$ cat config.mk
export PLATFORM = sky130hd
export DESIGN_NAME = ifb_fetch_req
export DESIGN_NICKNAME = d
export VERILOG_FILES = /design/src/ifb_fetch_req.v /design/src/ifb_fifo.v /design/src/ifb_fill_buf.v
export VERILOG_INCLUDE_DIRS = /design/src /design/src/src
export SDC_FILE = /design/constraint.sdc
export NUM_CORES = 2
export LEC_CHECK = 0
export BUFFER_PORTS_ARGS = -buffer_cell sky130_fd_sc_hd__buf_4
export CAP_MARGIN = 20
export CORE_MARGIN = 8
export CORE_UTILIZATION = 45
export CTS_CLUSTER_DIAMETER = 100
export DETAILED_ROUTE_END_ITERATION = 12
export REMOVE_ABC_BUFFERS = 1
export SYNTH_ARGS = -nofsm -noshare
export SYNTH_HDL_FRONTEND = slang
export SYNTH_SLANG_ARGS = --single-unit
$ cat constraint.sdc
create_clock -name ref_clk -period 4.6 [get_ports ref_clk]
set_input_delay 0.46 -clock ref_clk [delete_from_list [all_inputs] [get_ports ref_clk]]
set_output_delay 0.46 -clock ref_clk [all_outputs]
set_load 0.05 [all_outputs]
$ cat src/ifb_defines.vh
`ifndef IFB_DEFINES_VH
`define IFB_DEFINES_VH

// Line size codes on the bus
`define IFB_SIZE_4W       2'h1
`define IFB_SIZE_8W       2'h2

// Request priority after reset (highest)
`define IFB_PRIO_RST      2'h3

// Cycles from the final read acknowledge of a full pair to a new request
`define IFB_THIRD_GAP     2'h2

// Transfers per line by line size and slave width
`define IFB_XFER_4W_64    4'h2
`define IFB_XFER_4W_32    4'h4
`define IFB_XFER_8W_64    4'h4
`define IFB_XFER_8W_32    4'h8

// Words in one cache line and the last word position
`define IFB_LINE_WORDS    8
`define IFB_LAST_POS      3'h7

// Outstanding request entry layout
`define IFB_E_ALLOC       32
`define IFB_E_SIZE8       31
`define IFB_E_W64         30
`define IFB_E_ADDR_HI     29
`define IFB_E_W           33

`endif

$ cat src/ifb_fetch_req.v
// Overview of operation
// line_size 01 is four words, 10 eight
// Hold attributes stable through acknowledge cycle
// Slave returns aligned quadword for four-word line
// Slave returns aligned eight-word line
// Place data by read_word_index in any order
// cacheable_attr reflects address cacheability
// Non-cacheable size from noncache_line_size_sel
// Non-cacheable line stays in fill buffer only
// Cacheable is eight words, full buffer to cache
// fetch_no_allocate keeps cacheable line out of cache
// Block touch fetches always copy to cache; code copies only cacheable touches, non-cacheable ones stay in the fill buffer
// user_attr reflects user storage attribute
// Slave ignores abort without a request
// Request low two cycles after abort
// Abort with acknowledge returns no data
// Aborted pipelined request dropped, first completes
// Priority from config field, resets to 11
// Slave may acknowledge in first request cycle
// Slave reports width in acknowledge cycle
// One-cycle acknowledge, request low next cycle
// Two outstanding, one low cycle between requests
// Slave answers pipelined requests in order
// Only word address bits are driven
// slave_width low 32-bit, high 64-bit, at acknowledge
// One read_ack per transfer, data taken then
// Third request two cycles after completion
// Reset clears request, abort and fill buffer
`timescale 1ns/10ps
`include "ifb_defines.vh"
module ifb_fetch_req #(
	parameter FIFO_WIDTH = 62,
	parameter FIFO_DEPTH = 32,
	parameter FIFO_AW    = 5
) (
	// Clock and reset
	input  wire        ref_clk,
	input  wire        rst_n,
	// Core fetch requests
	input  wire        core_req_valid,
	input  wire [29:0] core_req_addr,
	input  wire        core_req_cacheable,
	input  wire        core_req_user,
	input  wire        core_req_touch,
	input  wire        core_abort_req,
	output reg         core_req_taken,
	output reg         fetch_aborted,
	output reg         line_done,
	output reg  [1:0]  outstanding,
	// Core lookup into the fill buffer
	input  wire [29:0] core_lookup_addr,
	output wire        core_lookup_hit,
	output wire [31:0] core_lookup_data,
	// Configuration
	input  wire        noncache_line_size_sel,
	input  wire        fetch_no_allocate,
	input  wire        fetch_priority_cfg_wr,
	input  wire [1:0]  fetch_priority_cfg_wdata,
	output reg  [1:0]  fetch_priority_cfg,
	// System bus request
	output reg         fetch_req,
	output reg  [29:0] fetch_addr,
	output reg  [1:0]  line_size,
	output reg         cacheable_attr,
	output reg         user_attr,
	output reg  [1:0]  fetch_priority,
	output reg         fetch_abort,
	input  wire        addr_ack,
	input  wire        slave_width,
	// System bus read data
	input  wire        read_ack,
	input  wire [63:0] read_bus,
	input  wire [2:0]  read_word_index,
	// Cache write port
	output wire        cache_wr_valid,
	output wire [29:0] cache_wr_addr,
	output wire [31:0] cache_wr_data,
	input  wire        cache_wr_ready,
	output reg         cache_copy_busy
);
	localparam [1:0] ST_IDLE = 2'h0;
	localparam [1:0] ST_REQ  = 2'h1;
	localparam [1:0] ST_ABRT = 2'h2;
	localparam [1:0] ST_GAP  = 2'h3;
	localparam [FIFO_AW:0] ROOM_LIM = FIFO_DEPTH - `IFB_LINE_WORDS;

	reg  [1:0]           state_reg;
	reg  [1:0]           state_next;
	reg                  alloc_pend_reg;
	reg  [`IFB_E_W-1:0]  q0_reg;
	reg  [`IFB_E_W-1:0]  q1_reg;
	reg  [1:0]           q_cnt_reg;
	reg  [3:0]           xfer_cnt_reg;
	reg  [1:0]           hold_reg;
	reg  [2:0]           drain_pos_reg;
	reg  [26:0]          drain_tag_reg;
	reg  [3:0]           q0_need;
	wire                 issue_ok;
	wire                 take;
	wire                 push;
	wire                 rd_hit;
	wire                 first;
	wire                 last;
	wire [3:0]           xfer_inc;
	wire [`IFB_E_W-1:0]  new_entry;
	wire                 q0_alloc;
	wire                 q0_size8;
	wire                 q0_w64;
	wire [29:0]          q0_addr;
	wire [2:0]           wr_pos;
	wire                 snap;
	wire [31:0]          drain_data;
	wire                 fifo_s_ready;
	wire [FIFO_AW:0]     fifo_level;
	wire [FIFO_WIDTH-1:0] fifo_m_data;

	assign q0_alloc = q0_reg[`IFB_E_ALLOC];
	assign q0_size8 = q0_reg[`IFB_E_SIZE8];
	assign q0_w64   = q0_reg[`IFB_E_W64];
	assign q0_addr  = q0_reg[`IFB_E_ADDR_HI:0];

	// two outstanding
	// Only a non-allocating line may be followed by a prefetch: its buffer can be reused
	assign issue_ok = ((q_cnt_reg == 2'h0) || ((q_cnt_reg == 2'h1) && !q0_alloc))
	                  && (hold_reg == 2'h0) && !cache_copy_busy && (fifo_level <= ROOM_LIM);
	assign take     = (state_reg == ST_IDLE) && core_req_valid && issue_ok;

	// single acknowledge
	// Acknowledge only counts in a plain request cycle; with abort it is dropped
	assign push     = (state_reg == ST_REQ) && addr_ack;

	// width at acknowledge
	assign new_entry = {alloc_pend_reg, (line_size == `IFB_SIZE_8W), slave_width, fetch_addr};

	// one transfer per acknowledge
	assign rd_hit   = read_ack && (q_cnt_reg != 2'h0);
	assign xfer_inc = xfer_cnt_reg + 4'h1;
	assign first    = rd_hit && (xfer_cnt_reg == 4'h0);
	assign last     = rd_hit && (xfer_inc == q0_need);

	always @*
	begin
		if (q0_size8)
			q0_need = q0_w64 ? `IFB_XFER_8W_64 : `IFB_XFER_8W_32;
		else
			q0_need = q0_w64 ? `IFB_XFER_4W_64 : `IFB_XFER_4W_32;
	end

	// place by index
	// A four-word line sits in the half chosen by its own address
	assign wr_pos = {(q0_size8 ? read_word_index[2] : q0_addr[2]), read_word_index[1],
	                 (q0_w64 ? 1'b0 : read_word_index[0])};

	// full line to cache
	// no allocate holds line
	// cacheable touch always copies
	assign snap = last && q0_alloc;

	always @*
	begin
		case (state_reg)
			ST_IDLE:
				state_next = take ? ST_REQ : ST_IDLE;
			ST_REQ:
			begin
				if (addr_ack)
					state_next = ST_IDLE;
				else if (core_abort_req)
					state_next = ST_ABRT;
				else
					state_next = ST_REQ;
			end
			// gap after abort
			ST_ABRT:
				state_next = ST_GAP;
			ST_GAP:
				state_next = ST_IDLE;
			default:
				state_next = ST_IDLE;
		endcase
	end

	always @(posedge ref_clk)
	begin
		if (!rst_n)
		begin
			state_reg      <= ST_IDLE;
			fetch_req      <= 1'b0;
			fetch_abort    <= 1'b0;
			fetch_addr     <= 30'h0000_0000;
			line_size      <= `IFB_SIZE_4W;
			cacheable_attr <= 1'b0;
			user_attr      <= 1'b0;
			fetch_priority <= `IFB_PRIO_RST;
			alloc_pend_reg <= 1'b0;
			core_req_taken <= 1'b0;
			fetch_aborted  <= 1'b0;
		end
		else
		begin
			state_reg      <= state_next;
			// request outputs
			fetch_req      <= (state_next == ST_REQ) || (state_next == ST_ABRT);
			fetch_abort    <= (state_next == ST_ABRT);
			core_req_taken <= take;
			fetch_aborted  <= (state_reg == ST_ABRT);
			// stable attributes
			// Loaded only at issue, so they hold past the acknowledge cycle
			if (take)
			begin
				// word address
				fetch_addr     <= core_req_addr;
				// cacheability
				cacheable_attr <= core_req_cacheable;
				// user attribute
				user_attr      <= core_req_user;
				// size encoding
				// non-cacheable size
				if (core_req_cacheable || noncache_line_size_sel)
					line_size <= `IFB_SIZE_8W;
				else
					line_size <= `IFB_SIZE_4W;
				// non-cacheable stays
				alloc_pend_reg <= core_req_cacheable && (!fetch_no_allocate || core_req_touch);
				// priority
				fetch_priority <= fetch_priority_cfg;
			end
		end
	end

	// priority field
	always @(posedge ref_clk)
	begin
		if (!rst_n)
			fetch_priority_cfg <= `IFB_PRIO_RST;
		else if (fetch_priority_cfg_wr)
			fetch_priority_cfg <= fetch_priority_cfg_wdata;
	end

	// in-order pairing
	// Data always belongs to the oldest entry; the slave keeps issue order
	always @(posedge ref_clk)
	begin
		if (!rst_n)
		begin
			q0_reg       <= {`IFB_E_W{1'b0}};
			q1_reg       <= {`IFB_E_W{1'b0}};
			q_cnt_reg    <= 2'h0;
			xfer_cnt_reg <= 4'h0;
			outstanding  <= 2'h0;
			line_done    <= 1'b0;
		end
		else
		begin
			line_done <= last;
			case ({push, last})
				2'b10:
				begin
					if (q_cnt_reg == 2'h0)
						q0_reg <= new_entry;
					else
						q1_reg <= new_entry;
					q_cnt_reg   <= q_cnt_reg + 2'h1;
					outstanding <= q_cnt_reg + 2'h1;
				end
				2'b01:
				begin
					q0_reg      <= q1_reg;
					q_cnt_reg   <= q_cnt_reg - 2'h1;
					outstanding <= q_cnt_reg - 2'h1;
				end
				2'b11:
				begin
					if (q_cnt_reg == 2'h1)
						q0_reg <= new_entry;
					else
					begin
						q0_reg <= q1_reg;
						q1_reg <= new_entry;
					end
				end
				default:
				begin
					q0_reg <= q0_reg;
				end
			endcase
			if (last)
				xfer_cnt_reg <= 4'h0;
			else if (rd_hit)
				xfer_cnt_reg <= xfer_inc;
		end
	end

	// third request spacing
	always @(posedge ref_clk)
	begin
		if (!rst_n)
			hold_reg <= 2'h0;
		else if (last && (q_cnt_reg == 2'h2))
			hold_reg <= `IFB_THIRD_GAP - 2'h1;
		else if (hold_reg != 2'h0)
			hold_reg <= hold_reg - 2'h1;
	end

	// Copy of a finished line into the write queue
	// Room is reserved before issue, so the copy never stalls mid-line
	always @(posedge ref_clk)
	begin
		if (!rst_n)
		begin
			cache_copy_busy <= 1'b0;
			drain_pos_reg   <= 3'h0;
			drain_tag_reg   <= 27'h000_0000;
		end
		else if (snap)
		begin
			cache_copy_busy <= 1'b1;
			drain_pos_reg   <= 3'h0;
			drain_tag_reg   <= q0_addr[29:3];
		end
		else if (cache_copy_busy && fifo_s_ready)
		begin
			drain_pos_reg <= drain_pos_reg + 3'h1;
			if (drain_pos_reg == `IFB_LAST_POS)
				cache_copy_busy <= 1'b0;
		end
	end

	// buffer empty at reset
	// quadword placement
	// line placement
	ifb_fill_buf u_fill_buf (
		.clk         (ref_clk),
		.rst_n       (rst_n),
		.start       (first),
		.start_tag   (q0_addr),
		.start_size8 (q0_size8),
		.wr_en       (rd_hit),
		.wr_pos      (wr_pos),
		.wr_two      (q0_w64),
		.wr_data     (read_bus),
		.snap        (snap),
		.rd_pos      (drain_pos_reg),
		.rd_data     (drain_data),
		.lk_addr     (core_lookup_addr),
		.lk_hit_reg  (core_lookup_hit),
		.lk_data_reg (core_lookup_data)
	);

	ifb_fifo #(
		.WIDTH (FIFO_WIDTH),
		.DEPTH (FIFO_DEPTH),
		.AW    (FIFO_AW)
	) u_wr_fifo (
		.clk         (ref_clk),
		.rst_n       (rst_n),
		.s_valid     (cache_copy_busy),
		.s_ready     (fifo_s_ready),
		.s_data      ({drain_tag_reg, drain_pos_reg, drain_data}),
		.m_valid_reg (cache_wr_valid),
		.m_ready     (cache_wr_ready),
		.m_data_reg  (fifo_m_data),
		.level_reg   (fifo_level)
	);

	assign cache_wr_addr = fifo_m_data[61:32];
	assign cache_wr_data = fifo_m_data[31:0];
endmodule // ifb_fetch_req

$ cat src/ifb_fifo.v
`timescale 1ns/10ps
module ifb_fifo #(
	parameter WIDTH = 32,
	parameter DEPTH = 32,
	parameter AW    = 5
) (
	// Clock and reset
	input  wire             clk,
	input  wire             rst_n,
	// Fill side
	input  wire             s_valid,
	output wire             s_ready,
	input  wire [WIDTH-1:0] s_data,
	// Drain side
	output reg              m_valid_reg,
	input  wire             m_ready,
	output reg  [WIDTH-1:0] m_data_reg,
	// Words held in the array
	output reg  [AW:0]      level_reg
);
	// DEPTH must equal 2**AW so the pointers wrap by themselves
	reg [WIDTH-1:0] mem [0:DEPTH-1];
	reg [AW-1:0]    wr_ptr_reg;
	reg [AW-1:0]    rd_ptr_reg;
	wire            push;
	wire            load;
	localparam [AW:0] FULL = DEPTH;

	assign s_ready = (level_reg != FULL);
	assign push    = s_valid && s_ready;
	// Output stage is a register so the drain port is glitch free
	assign load    = (level_reg != {(AW+1){1'b0}}) && (!m_valid_reg || m_ready);

	always @(posedge clk)
	begin
		if (push)
			mem[wr_ptr_reg] <= s_data;
	end

	always @(posedge clk)
	begin
		if (!rst_n)
		begin
			wr_ptr_reg  <= {AW{1'b0}};
			rd_ptr_reg  <= {AW{1'b0}};
			level_reg   <= {(AW+1){1'b0}};
			m_valid_reg <= 1'b0;
			m_data_reg  <= {WIDTH{1'b0}};
		end
		else
		begin
			if (push)
				wr_ptr_reg <= wr_ptr_reg + 1'b1;
			if (load)
			begin
				rd_ptr_reg  <= rd_ptr_reg + 1'b1;
				m_data_reg  <= mem[rd_ptr_reg];
				m_valid_reg <= 1'b1;
			end
			else if (m_ready)
				m_valid_reg <= 1'b0;
			if (push && !load)
				level_reg <= level_reg + 1'b1;
			else if (load && !push)
				level_reg <= level_reg - 1'b1;
		end
	end
endmodule // ifb_fifo

$ cat src/ifb_fill_buf.v
`timescale 1ns/10ps
`include "ifb_defines.vh"
module ifb_fill_buf (
	// Clock and reset
	input  wire        clk,
	input  wire        rst_n,
	// Line start and data writes
	input  wire        start,
	input  wire [29:0] start_tag,
	input  wire        start_size8,
	input  wire        wr_en,
	input  wire [2:0]  wr_pos,
	input  wire        wr_two,
	input  wire [63:0] wr_data,
	// Snapshot for the cache copy
	input  wire        snap,
	input  wire [2:0]  rd_pos,
	output wire [31:0] rd_data,
	// Fetch lookup
	input  wire [29:0] lk_addr,
	output reg         lk_hit_reg,
	output reg  [31:0] lk_data_reg
);
	reg  [255:0] line_reg;
	reg  [255:0] snap_reg;
	reg  [7:0]   vld_reg;
	reg  [29:0]  tag_reg;
	reg          size8_reg;
	wire [255:0] word_next;
	wire [7:0]   vld_next;
	wire         tag_match;

	genvar i;
	generate
		for (i = 0; i < `IFB_LINE_WORDS; i = i + 1)
		begin : g_word
			localparam [2:0] IDX = i;
			wire hit = wr_en && ((wr_pos == IDX) || (wr_two && ({wr_pos[2:1], 1'b1} == IDX)));
			// Even words ride the upper half of the read bus
			assign word_next[i*32 +: 32] = hit ? (IDX[0] ? wr_data[31:0] : wr_data[63:32])
			                                   : line_reg[i*32 +: 32];
			assign vld_next[i] = hit | (vld_reg[i] & ~start);
		end
	endgenerate

	assign tag_match = size8_reg ? (lk_addr[29:3] == tag_reg[29:3])
	                             : (lk_addr[29:2] == tag_reg[29:2]);
	assign rd_data   = snap_reg[{rd_pos, 5'h00} +: 32];

	always @(posedge clk)
	begin
		if (!rst_n)
		begin
			vld_reg     <= 8'h00;
			tag_reg     <= 30'h0000_0000;
			size8_reg   <= 1'b0;
			line_reg    <= 256'h0;
			snap_reg    <= 256'h0;
			lk_hit_reg  <= 1'b0;
			lk_data_reg <= 32'h0000_0000;
		end
		else
		begin
			vld_reg  <= vld_next;
			line_reg <= word_next;
			if (start)
			begin
				tag_reg   <= start_tag;
				size8_reg <= start_size8;
			end
			// Snapshot includes the word landing this very cycle
			if (snap)
				snap_reg <= word_next;
			lk_hit_reg  <= tag_match && vld_reg[lk_addr[2:0]];
			lk_data_reg <= line_reg[{lk_addr[2:0], 5'h00} +: 32];
		end
	end
endmodule // ifb_fill_buf

==> results.md <==
* Global route total overflow at 0
* Metal-1 WL at between 100000 and 150000 um
* Sequential cell area at 75800 sq um
* First-pass GRT wire length at approximately 420000 um
* First DRT Iteration DRCs at roughly 5.9k
* Max Cap Viol at 0
* NetSw at roughly 16000 uW
* Die width at ~500 um
* Largest net degree at the start of global routing at approximately 210
* Clk pwr share at 39.8%
* Die area at 257000 sq um
* Most frequent cells in the layout: edfxtp_1 (1984), dfxtp_1 (801), nand2_1 (621), mux2i_1 (544), mux4_2 (503)
* Insertion delay to the later sink of the worst-skew pair at ~950 ps
* Final core utilization at between 50% and 60%
* Buffers on Ports at 284
* Detail Route met2 WL at ~140000 um
* Nets@finish at a little over 7k
* CTS H-tree depth at 5
* Clk buf depth at 4
* Final-report setup violation count at 0
* CP required at 5430 ps
* Cell Pwr Density at about 480 nW/um^2
* Critical path arrival at 4690 ps
* Hold_ws at roughly 180 ps
* Final worst slack at 740 ps
* Total GRT Usage at between 20% and 30%
* Avg Cell Area, Syn at between 15 and 20 sq um
* Metal3 WL at 19400 um
* Slew headroom at between 20% and 30%
* Die Span Y at just over 500 um
* Status: completed
* Stages on worst setup path at 11
* Most common cell after layout, fill and taps aside: edfxtp_1
* Via-to-Cell Ratio at 5.88
* Largest cells by area after synthesis: edfxtp_1 (55%), dfxtp_1 (15%), mux4_2 (10%)
* Post-synth EDFFs at between 1.5k and 2k
* Final hold vios at 0
* Flops & latches, synth at ~2.8k
* DR WL/cell at roughly 28 um
* Setup WS pre-CTS at roughly 800 ps
* Cell variety after synth at 58
* Post-synth top area share at a little over half
* Gate power share at between 10% and 20%
* Worst path max stage delay at between 500 and 600 ps
* Mapped cell area at between 100000 and 150000 sq um
* Final wirelength at just under 300000 um
* CP max stage cell: nor3_1
* Setup Skew at 68.8 ps
* Row Count at 180
* Peak VDD IR at between 0.0003 and 0.0004 V
* Hold path depth at 3
* Sequential-to-total area share from yosys stat at a little over two thirds
* Critical path's top delay family: simple AND/OR/NAND/NOR gates
* First-pass iteration count of the detailed router at 5
* Int Power at ~45000 uW
* P_leak at around 0.041 uW
* Crit path capture type: flop
* Setup CP Type: reg -> reg
* Post-layout minimum cycle time at slightly below 4000 ps
* Starting Density at 45.2%
* DRC errors left at 0
* Min-delay worst type: in -> reg
* Least-Margin Pin Slew at roughly 1100 ps
* Area of the multi-input gates at 30900 sq um
* Switching Fraction at 25.9%
* CP bufs+invs at 3
* DR top layer: met5
* Final Slew Violations at 0
* Crit start category: flop
* RSZ-0062 raised after global routing: no
* Clock transition at path regs at 60 ps
* Ports at roughly 290
* Vias at a little over 60k
* Core area at about 240000 sq um
* CTS Root Cell: clkbuf_16
* Largest area contributor in the netlist: edfxtp_1
* Vias in the first global route at between 60k and 70k
* Hpwl dp at 165000 um
* Ys flop type: edfxtp_1
* ANT nets after route at 0
* Post-CTS Setup Inserts at 0
* Number of CTS-inserted buffers at between 300 and 400
* Routability-driven placement congestion ratio at about 0.76
* Final Cycle Share at 83.9%
* Clock sink count at between 2k and 3k
* Gate Count Post-Synth at between 6k and 7k
* R2R cell count at 11
* CTS tree: done
* Fmax at 259 MHz
* Initial antenna violation count at 12
* Syn-to-layout area delta at 16.8%
* Yosys warning count at 0
* Fillers at 19.3k
* CP max FO at 62
* Critical path cell sequence: inv_1 -> ha_1 -> nor2b_1 -> nand3_1 -> nor3_1 -> inv_1 -> ha_1 -> o41ai_4 -> buf_4 -> o21ai_0 -> a21oi_1
* Reg power frac at 45.1%
* Async S/R FF share, synth at 0%
* Share of cells above drive strength 1 at 21.4%
* Number of flip-flops under the largest register name at between 1.5k and 2k
==> cells in the mapped netlist, types with 12 or more instances <==
cell,count
a2111oi_0,16
a211oi_1,46
a21boi_0,126
a21oi_1,121
a22o_1,31
a22oi_1,137
a32o_1,46
and2_1,19
buf_1,28
buf_2,154
buf_4,35
clkbuf_1,266
dfxtp_1,808
edfxtp_1,1984
ha_1,24
inv_1,21
mux2_2,33
mux2i_1,544
mux4_2,503
nand2_1,621
nand3_1,12
nor2_1,46
nor2b_1,305
o211a_1,257
o21ai_0,39
o221ai_1,61
o22ai_1,62
xnor2_1,21
xor2_1,31
==> worst paths after layout <==
check	start	end	slack [ps]
max	q_cnt_reg[1]$_SDFFE_PN0P_	q0_reg[23]$_SDFFE_PN0P_	740
min	core_lookup_addr[2]	u_fill_buf.lk_data_reg[28]$_SDFF_PN0_	180
max reg2reg	q_cnt_reg[1]$_SDFFE_PN0P_	q0_reg[23]$_SDFFE_PN0P_	740
min reg2reg	q1_reg[22]$_SDFFE_PN0P_	q1_reg[22]$_SDFFE_PN0P_	470
==> cell type report <==
type	count	share of cell area, %
antenna	9	0.0178
clock buffer	410	6.70
clock inverter	128	1.17
inverter	21	0.0622
multi-input combinational	3176	24.4
sequential	2792	59.8
tap	3185	3.14
timing repair buffer	616	4.69
==> worst register-to-register path, stage by stage, from the launching register on <==
cell     delay [ps]
dfxtp_1         370
inv_1            80
ha_1            220
nor2b_1         490
nand3_1         360
nor3_1          580
inv_1           100
ha_1            280
o41ai_4         340
buf_4           520
o21ai_0         220
a21oi_1         170
==> repair_timing <==
action	CTS	global route
gates resized for setup	0	0
hold endpoints to repair	562	0
hold buffers	118	0
==> metal layers <==
metal  global-route usage (%)  vias up
met5                        0        -
met4                     4.94        4
met3                     3.85      409
met2                     36.5     2104
met1                     30.7    32000
li1                         -    26200
==> through the flow <==
step / instances / total power [uW] / TNS, ps / area, sq um
after floorplan: 5989 / 33000 / -6732230 / 106000
after global placement: 9655 / 37500 / 0 / 115000
after detailed placement: 9657 / 37500 / 0 / 115000
after CTS: 10300 / 62000 / 0 / 126000
after global routing: 10300 / 63400 / 0 / 127000
final: 10300 / 61400 / 0 / 127000
==> power groups by stage <==
stage	sequential, uW	combinational, uW	clock [uW]
floorplan	29400	3660	0
global placement	28200	9240	0
detailed placement	28200	9280	0
CTS	27700	9380	24900
global route	27700	9820	25800
finish	27700	9290	24400
==> kinds of logic (layout without fill, tap and decap cells) <==
group | Yosys count | in the layout | synth area share [%]
adders and majority gates | 25 | 25 | 0.295
and+or+nand+nor | 1058 | 1058 | 4.59
AOI/OAI and AO/OA | 961 | 961 | 7.05
DFF | 2792 | 2792 | 69.8
xor gates and xnor gates | 52 | 52 | 0.420
other | 0 | 9 | 0
muxes | 1080 | 1080 | 15.8
buffers and inverters | 504 | 1175 | 2.04
Note: power is estimated with default switching activity, not from simulation.
